File: src/verilog/uhim_pkg.sv
`default_nettype none
// ============================================================
// shared constants and carriers for the interrupt mask pair
// ============================================================
package uhim_pkg;

   // register byte addresses
   localparam logic [31:0] OFF_EVENT_FLAG = 32'h0000_000C;
   localparam logic [31:0] OFF_MASK_SET   = 32'h0000_0010;
   localparam logic [31:0] OFF_MASK_CLR   = 32'h0000_0014;

   // bit positions shared by flags and mask
   localparam int BIT_GATE  = 31;
   localparam int BIT_OWNER = 30;
   localparam int BIT_HUB   = 6;
   localparam int BIT_WRAP  = 5;
   localparam int BIT_FATAL = 4;
   localparam int BIT_WAKE  = 3;
   localparam int BIT_SOF   = 2;
   localparam int BIT_FLUSH = 1;
   localparam int BIT_OVR   = 0;

   // writable positions; bit 4 and 29..7 stay zero
   localparam logic [31:0] MASK_IMPL   = 32'hC000_006F;
   localparam logic [31:0] STAT_IMPL   = 32'h4000_006F;

   // values after reset
   localparam logic [31:0] MASK_RESET  = 32'h8000_0000;
   localparam logic [31:0] STAT_RESET  = 32'h0000_0000;
   localparam logic [31:0] RDATA_RESET = 32'h0000_0000;
   localparam logic [31:0] ADDR_RESET  = 32'h0000_0000;

   // bus encodings
   localparam logic [1:0]  HTRANS_NONSEQ = 2'h2;
   localparam logic [2:0]  HSIZE_WORD    = 3'h2;

   // one-cycle event pulses from the list engine
   typedef struct packed {
      logic owner_handoff_event;
      logic port_hub_change_event;
      logic frame_count_wrap_event;
      logic wakeup_signal_event;
      logic frame_begin_event;
      logic completion_list_flush_event;
      logic schedule_overrun_event;
   } uhim_events_t;

   // register write from the bus slave, valid for one cycle
   typedef struct packed {
      logic        strobe;
      logic [31:0] addr;
      logic [31:0] data;
   } uhim_wr_t;

endpackage
`default_nettype wire

File: src/verilog/uhim_ahb_slave.sv
`timescale 1ns/1ps
`default_nettype none
// ============================================================
// ahb-lite slave: zero-wait writes, one wait state on reads
// ============================================================
module uhim_ahb_slave
   import uhim_pkg::*;
(
   input  wire logic        clk_in,        // controller clock
   input  wire logic        rst_n_in,      // async reset, low
   input  wire logic        hsel_in,       // slave select
   input  wire logic [31:0] haddr_in,      // byte address
   input  wire logic [1:0]  htrans_in,     // transfer type
   input  wire logic        hwrite_in,     // write when high
   input  wire logic [2:0]  hsize_in,      // transfer size
   input  wire logic [31:0] hwdata_in,     // write data
   input  wire logic        hready_in,     // bus ready
   input  wire logic [31:0] rd_data_in,    // register read value
   output logic      [31:0] hrdata_out,    // read data
   output logic             hreadyout_out, // slave ready
   output logic             hresp_out,     // always okay
   output uhim_wr_t         wr_out,        // register write
   output logic      [31:0] rd_addr_out    // address being read
);

   typedef enum {S_IDLE, S_WR, S_RD_LOAD, S_RD_OUT} uhim_bus_state_t;

   uhim_bus_state_t state_reg, state_next;
   logic [31:0]     addr_reg, addr_next;
   logic [31:0]     hrdata_reg, hrdata_next;
   logic            size_ok_reg, size_ok_next;
   logic            addr_take;

   // address phase is sampled only while the bus is ready
   assign addr_take = hsel_in && (htrans_in == HTRANS_NONSEQ) && hready_in;

   // next state; the read wait state lets a write still in its
   // data phase land before the read value is captured
   always_comb begin
      state_next   = S_IDLE;
      addr_next    = addr_reg;
      hrdata_next  = hrdata_reg;
      size_ok_next = size_ok_reg;
      case (state_reg)
         S_RD_LOAD: begin
            hrdata_next = rd_data_in;
            state_next  = S_RD_OUT;
         end
         default: begin
            if (addr_take) begin
               addr_next    = haddr_in;
               size_ok_next = (hsize_in == HSIZE_WORD);
               state_next   = hwrite_in ? S_WR : S_RD_LOAD;
            end
         end
      endcase
   end

   // state registers
   always_ff @(posedge clk_in or negedge rst_n_in) begin
      if (!rst_n_in) begin
         state_reg   <= S_IDLE;
         addr_reg    <= ADDR_RESET;
         hrdata_reg  <= RDATA_RESET;
         size_ok_reg <= 1'b0;
      end else begin
         state_reg   <= state_next;
         addr_reg    <= addr_next;
         hrdata_reg  <= hrdata_next;
         size_ok_reg <= size_ok_next;
      end
   end

   // outputs; sub-word writes are dropped, still answered okay
   assign hrdata_out    = hrdata_reg;
   assign hreadyout_out = (state_reg != S_RD_LOAD);
   assign hresp_out     = 1'b0;
   assign wr_out.strobe = (state_reg == S_WR) && size_ok_reg;
   assign wr_out.addr   = addr_reg;
   assign wr_out.data   = hwdata_in;
   assign rd_addr_out   = addr_reg;
endmodule
`default_nettype wire

File: src/verilog/uhim_top.sv
`timescale 1ns/1ps
`default_nettype none
// What this block does
// - mask bit 3 gates wakeup events, bit 2 frame begin events.
// - mask bit 1 gates list flush events, bit 0 schedule overrun.
// - bit 4 exists in neither view; writes to it are ignored.
// - each clear-view bit acts on the same mask and flag position.
// - writing one to a clear-view bit clears that mask bit.
// - writing zero to a clear-view bit leaves the mask bit alone.
// - reading the clear view returns the live mask.
// - one at clear-view bit 31 drops the global gate; zero does nothing.
// - hardware or software reset sets the global gate bit.
// - one at clear-view bit 30 disables owner handoff interrupts.
// - clear-view bits 6, 5, 3 disable hub, wrap, wakeup interrupts.
// - clear-view bits 2, 1, 0 disable frame, flush, overrun interrupts.
// - all bits other than the gate reset to zero.
// - interrupt when flag, its mask bit and the gate are all set.
// - set view: one sets, zero keeps, read returns the live mask.
module uhim_top
   import uhim_pkg::*;
(
   input  wire logic         clk_in,        // 10 MHz controller clock
   input  wire logic         rst_n_in,      // async reset, low
   input  wire logic         soft_reset_in, // software reset pulse
   input  wire logic         hsel_in,       // ahb slave select
   input  wire logic  [31:0] haddr_in,      // ahb byte address
   input  wire logic  [1:0]  htrans_in,     // ahb transfer type
   input  wire logic         hwrite_in,     // ahb write
   input  wire logic  [2:0]  hsize_in,      // ahb size
   input  wire logic  [31:0] hwdata_in,     // ahb write data
   input  wire logic         hready_in,     // ahb bus ready
   input  wire uhim_events_t events_in,     // event pulses
   output logic       [31:0] hrdata_out,    // ahb read data
   output logic              hreadyout_out, // ahb slave ready
   output logic              hresp_out,     // ahb response
   output logic              irq_out        // level interrupt
);

   // ============================================================
   // bus slave
   // ============================================================

   uhim_wr_t    wr;
   logic [31:0] rd_addr;
   logic [31:0] rd_data;

   uhim_ahb_slave u_slave (
      .clk_in        (clk_in),
      .rst_n_in      (rst_n_in),
      .hsel_in       (hsel_in),
      .haddr_in      (haddr_in),
      .htrans_in     (htrans_in),
      .hwrite_in     (hwrite_in),
      .hsize_in      (hsize_in),
      .hwdata_in     (hwdata_in),
      .hready_in     (hready_in),
      .rd_data_in    (rd_data),
      .hrdata_out    (hrdata_out),
      .hreadyout_out (hreadyout_out),
      .hresp_out     (hresp_out),
      .wr_out        (wr),
      .rd_addr_out   (rd_addr)
   );

   // ============================================================
   // write decode
   // ============================================================

   logic        set_hit;
   logic        clr_hit;
   logic        flag_hit;
   logic [31:0] wdata_impl;
   logic [31:0] ev_vec;

   // unmapped writes fall through all three hits and are lost
   assign set_hit  = wr.strobe && (wr.addr == OFF_MASK_SET);
   assign clr_hit  = wr.strobe && (wr.addr == OFF_MASK_CLR);
   assign flag_hit = wr.strobe && (wr.addr == OFF_EVENT_FLAG);

   // reserved bits dropped
   // reserved and unimplemented positions never reach state
   assign wdata_impl = wr.data & MASK_IMPL;

   // events laid out at their flag positions
   assign ev_vec = {1'b0,
                    events_in.owner_handoff_event,
                    23'h000000,
                    events_in.port_hub_change_event,
                    events_in.frame_count_wrap_event,
                    1'b0,
                    events_in.wakeup_signal_event,
                    events_in.frame_begin_event,
                    events_in.completion_list_flush_event,
                    events_in.schedule_overrun_event};

   // ============================================================
   // shared mask, seen through the set and clear views
   // ============================================================

   logic [31:0] mask_reg;
   logic [31:0] mask_next;

   // next mask; one write can only hit one view, so no priority
   // between set and clear is needed
   always_comb begin
      mask_next = mask_reg;
      if (soft_reset_in) begin
         mask_next = MASK_RESET;
      end else if (set_hit) begin
         mask_next = mask_reg | wdata_impl;
      end else if (clr_hit) begin
         mask_next = mask_reg & ~wdata_impl;
      end
   end

   // mask register
   always_ff @(posedge clk_in or negedge rst_n_in) begin
      if (!rst_n_in) begin
         mask_reg <= MASK_RESET;
      end else begin
         mask_reg <= mask_next;
      end
   end

   // ============================================================
   // sticky event flags, write one to clear
   // ============================================================

   logic [31:0] status_reg;
   logic [31:0] status_next;
   logic [31:0] flag_clr;

   // an event in the clearing cycle survives: set wins over clear
   always_comb begin
      flag_clr    = flag_hit ? (wr.data & STAT_IMPL) : STAT_RESET;
      status_next = (status_reg & ~flag_clr) | (ev_vec & STAT_IMPL);
   end

   // flag register
   always_ff @(posedge clk_in or negedge rst_n_in) begin
      if (!rst_n_in) begin
         status_reg <= STAT_RESET;
      end else begin
         status_reg <= status_next;
      end
   end

   // ============================================================
   // interrupt request
   // ============================================================

   assign irq_out = mask_reg[BIT_GATE]
                    && (|(status_reg & mask_reg & STAT_IMPL));

   // ============================================================
   // read decode
   // ============================================================

   // both views return the one mask; no shadow copy exists
   always_comb begin
      if (rd_addr == OFF_MASK_CLR) begin
         rd_data = mask_reg;
      end else if (rd_addr == OFF_MASK_SET) begin
         rd_data = mask_reg;
      end else if (rd_addr == OFF_EVENT_FLAG) begin
         rd_data = status_reg;
      end else begin
         // unmapped reads answer zero
         rd_data = RDATA_RESET;
      end
   end
endmodule
`default_nettype wire
File: config.mk
export PLATFORM = sky130hd
export DESIGN_NAME = uhim_top
export DESIGN_NICKNAME = d
export VERILOG_FILES = /design/src/verilog/uhim_pkg.sv /design/src/verilog/uhim_ahb_slave.sv /design/src/verilog/uhim_top.sv
export SDC_FILE = /design/constraint.sdc
export NUM_CORES = 1
export LEC_CHECK = 0
export ABC_AREA = 1
export BUFFER_PORTS_ARGS = -buffer_cell sky130_fd_sc_hd__buf_2
export CORE_MARGIN = 2
export CORE_UTILIZATION = 49
export CTS_BUF_LIST = sky130_fd_sc_hd__clkbuf_16
export DETAILED_ROUTE_END_ITERATION = 8
export GPL_TIMING_DRIVEN = 1
export PLACE_DENSITY = 0.83
export SYNTH_ARGS = -nofsm -noshare
export SYNTH_HDL_FRONTEND = slang
export SYNTH_SLANG_ARGS = --single-unit
File: constraint.sdc
create_clock -name clk_in -period 1.65 [get_ports clk_in]
set_input_delay 0.2475 -clock clk_in [delete_from_list [all_inputs] [get_ports clk_in]]
set_output_delay 0.2475 -clock clk_in [all_outputs]
set_load 0.1 [all_outputs]
After elaboration in Yosys (flattened, before gate mapping)

Cells that the tools add are included.

Add/sub/neg operators: 0
Multiply operators: 0
Div/mod/pow operators: 0
$lt $le $gt $ge: 0
Equality and inequality tests: 8
Shift-type cells: 0
Muxes and demuxes: 10
Bitwise operators: 8
Reductions and logical operators: 10

Operators with widths:

| cell                                                    | count |
|---|---|
| two-way mux 32 bit                                      | 8 |
| AND 32 bit                                              | 2 |
| == test 32 x 2 -> 1 bit (second input constant)         | 2 |
| == test 32 x 5 -> 1 bit (second input constant)         | 2 |
| == test 32 x 4 -> 1 bit (second input constant)         | 1 |
| inequality test 32 x 3 -> 1 bit (second input constant) | 1 |
| NOT 31 -> 32 bit                                        | 1 |
| NOT 32 bit                                              | 1 |
| OR 32 x 31 -> 32 bit                                    | 1 |
| OR 32 bit                                               | 1 |
| AND 31 bit                                              | 1 |
| two-way mux 31 bit                                      | 1 |
| logical AND 1 bit                                       | 7 |
| OR reduction 7 bit                                      | 1 |
| == test 3 x 2 -> 1 bit (second input constant)          | 1 |
| nonzero test 3 bit                                      | 1 |
| == test 2 bit (second input constant)                   | 1 |
| two-way mux 2 bit                                       | 1 |
| AND reduction 2 bit                                     | 1 |
| NOT 1 bit                                               | 1 |

Flip-flop bits (word level): 161
Latch bits: 0
RAM bits: 0
Bits in read-only memories: 0
Bits of input ports: 82
Output and inout bits: 35
Word-level logic and storage cells: 42
Memories: 0

Logic depth before layout (Yosys ltp)

Word-level depth: 7
Gate-level depth with buffers: 10

By module

A second synthesis with hierarchy kept.

Cell total of the unflattened synthesis: 568
Area total of the unflattened synthesis: 4485.6 µm²

By module, submodules not included:

| module         | instances | cells each | area each (µm²) | seq. area each (µm²) |
|---|---|---|---|---|
| uhim_ahb_slave | 1         | 367        | 3226.8          | 1676.6 |
| uhim_top       | 1         | 201        | 1258.7          | 376.6 |

Worst setup path before layout

OpenSTA, ideal clock, no wires.

Path type: flip-flop to output port
From: reg mask_reg[31]
To: out irq_out
Data arrival time: 2.025 ns
Required time: 1.402 ns
Setup slack: -0.622 ns
Cell stages (with the launch flop): 3
Path buffers: 0
Path through: dfstp_2 -> inv_1 -> a21oi_1

Word-level cells in the longest chain between the ends: 1

RTL lines:

| element                | RTL line        | source |
|---|---|---|
| from (decl)            | uhim_top.sv:100 | `logic [31:0] mask_reg;` |
| from (signal assigned) | uhim_top.sv:121 | `mask_reg <= mask_next;` |
| logical AND 1 bit      | uhim_top.sv:153 | `&& (\|(status_reg & mask_reg & STAT_IMPL));` |
| to (decl)              | uhim_top.sv:36  | `output logic irq_out` |

Every way passes these cells.

Final worst setup path

From: reg mask_reg[6]
To: out irq_out

Word-level cells in the longest chain between the ends: 3

RTL lines:

| element            | RTL line |
|---|---|
| AND 31 bit         | uhim_top.sv:153 |
| OR reduction 7 bit | uhim_top.sv:153 |
| logical AND 1 bit  | uhim_top.sv:153 |

Every way passes these cells.

==> results.json <==
{
  "use_met2_pct": 35.8,
  "wirelength_um": 6700,
  "clk_latency_ns": 0.33,
  "port_buffers": 67,
  "cts-htree-levels": 3,
  "cts.clk_slew.worst_paths_ns": 0.05,
  "numCtsBuffers": 9,
  "remaining_drc_errors": 0,
  "yosys_warnings": 0,
  "grt_use_total_pct": 21.7,
  "largest_reg_flops": 32,
  "irDropWorstVdd_v": 0.00103,
  "cts_root_buf": "clkbuf_16",
  "outcome": "completed",
  "synth-seq-cells": 58,
  "drv_cap": 0,
  "synth-main-ff-cell": "dfrtp_1",
  "crit_required_ns": 1.40,
  "p_leak_nw": 2.13,
  "comb_power_share_pct": 32.2,
  "cts.sinks": 58,
  "placed_cell_area_um2": 3330,
  "gr-usage-met1_pct": 25.4,
  "synthArstFlopShare_pct": 100,
  "grt_busiest_layer": "met2",
  "synth_top_cells_by_area": "dfrtp_1 (48%), nand2_1 (22%), buf_4 (7.0%), nand3_1 (5.7%), inv_1 (4.0%)",
  "final.min_clock_period_ns": 1.63,
  "synth_common_cells": "nand2_1 (172), dfrtp_1 (57), nand3_1 (34)",
  "drt_iter0_drc": 204,
  "setup_viol_count_final": 0,
  "io_pins": 117,
  "fin_worst_skew_ns": 0.00428,
  "postRouteAntennaNets": 0,
  "critPathCaptureType": "output port",
  "die_area_um2": 6770,
  "fmax_ghz": 0.613,
  "synth_area_um2": 3000,
  "worstSetupPathType": "reg2out",
  "p_int_mw": 3.67,
  "crit_path_start_kind": "register",
  "report.final.hold_viol_count": 0,
  "synth_area_leader_cell": "dfrtp_1",
  "synth_edf_count": 0,
  "clock_power_share_pct": 34.9,
  "ys_seq_area_share_pct": 48.4,
  "p_seq_share_pct": 32.9,
  "drive_gt1_share_pct": 24.8,
  "die_h_um": 82.3,
  "place_ws_ns": 0.121,
  "synth_cell_type_count": 27,
  "grt_pass1_wl_um": 10900,
  "syn2layout_area_growth_pct": 24.8,
  "synth_most_common_cell": "nand2_1",
  "path_max_fanout": 4,
  "dpl.hpwl_um": 4530,
  "initial_utilization_pct": 50.7,
  "hold_class": "in2reg",
  "place_inst": 526,
  "cts_tree": "built",
  "grt_max_degree": 38,
  "netSwitchingPower_mw": 2.33,
  "cts_buffer_depth": 2,
  "diodes": 0,
  "fin_util_pct": 63.3,
  "finalMaxSlewViolations": 0,
  "power_density_nw_per_um2": 1600,
  "grt_pass1_vias": 2491,
  "wl_per_cell_um": 12.2,
  "overflow": 0,
  "vias": 2655,
  "avgSynthCellArea_um2": 7.72,
  "nets": 549,
  "timing.final.ws_setup_ns": 0.0185,
  "core_um2": 5920,
  "antenna_found_initial": 0,
  "num-fill-cells": 501,
  "switching_share_pct": 38.8,
  "die_x_um": 82.3,
  "stdcell_count": 547,
  "fin_hold_ws_ns": 0.104,
  "fin_crit_sh_pct": 98.9,
  "synth_top_area_share_pct": 47.5,
  "syn_inst": 389,
  "row_count": 28,
  "use_met3_pct": 6.96,
  "rsz0062_at_grt": "yes",
  "globalplace.congestion": 0.864,
  "cp_data_arrival_time_ns": 1.38,
  "final_area_um2": 3750,
  "drt-pass1-iter-count": 4,
  "viasPerCell": 4.85
}
==> what timing repair did <==
action	CTS	global route
endpoints found under the setup margin	1	12
setup buffers	0	4
pin swaps	0	1
hold buffers	1	0
hold endpoints to repair	18	0
gates resized for setup	5	1
==> cells by family after synthesis <==
group	share of synthesized area, %
compound gates	1.92
buf+inv	12.8
flops	48.4
other cells	0.125
simple gates	36.8
==> cell usage in the layout, fill, tap and decap left out, types with 2 or more instances in the layout <==
cell       Yosys  routed
clkbuf_16      0       9
nand2_4        1       2
nor2_2         2       3
nand2_1      172     172
buf_2          4      66
o21ai_0        6       6
buf_12         0       3
inv_1         32      34
or2_2          7       7
dfrtp_1       57      57
buf_4         28       8
nand2_2        3       2
nand3_1       34      34
a21oi_2        0       2
nor2_4         4       4
bufinv_16      0       3
conb_1         1      25
clkinv_1       1       2
nor2_1        23      22
==> power groups by stage <==
stage	Sequential [mW]	Clock [mW]	Combinational, mW
finish	1.97	2.09	1.93
global route	2.01	2.18	2.08
CTS	1.97	2.11	1.94
detailed placement	1.99	0	1.93
global placement	1.96	0	1.89
floorplan	2.59	0	0.988
==> metal layers <==
metal	share of wire (%)	wire length, um
met1	39	2630
met2	51	3390
met3	7.4	497
met4	2.7	181
met5	0	0
==> path summary, 6_finish.rpt <==
check | startpoint | slack [ns] | end | cells past startpoint
max | mask_reg[6]$_DFFE_PN0P_ | 0.02 | irq_out | 4
min | events_in[5] | 0.10 | status_reg[6]$_DFF_PN0_ | 3
max reg2reg | u_slave.rd_addr_out[6]$_DFFE_PN0P_ | 0.16 | mask_reg[3]$_DFFE_PN0P_ | 8
min reg2reg | u_slave.rd_addr_out[18]$_DFFE_PN0P_ | 0.47 | u_slave.rd_addr_out[18]$_DFFE_PN0P_ | 2
max in group asynchronous | rst_n_in | 0.66 | status_reg[2]$_DFF_PN0_ | 3
min in group asynchronous | rst_n_in | 0.43 | u_slave.rd_addr_out[27]$_DFFE_PN0P_ | 2
==> worst max-delay path, stage by stage (launching register included) <==
cell     delay, ns
dfrtp_1       0.41
a22o_1        0.25
a21oi_2       0.12
a21oi_2       0.09
buf_12        0.18
==> layout make-up <==
cell class              instances  area (um^2)  area share, %
flip-flops and latches         58         1450           38.8
multi-input cells             286         1280           34.1
repair buffers                 78          460           12.3
clock buffers                   9          225           6.01
inverters                      34          128           3.41
clock inverters                 7          110           2.94
well taps                      75         93.8           2.50
==> stage by stage <==
step,power (mW),setup TNS (ns)
after floorplan,3.58,-0.0244
after global placement,3.86,0
after detailed placement,3.92,0
after CTS,6.02,0
after global routing,6.27,-0.0224
final,5.99,0
Power figures use the tool's default switching activity.
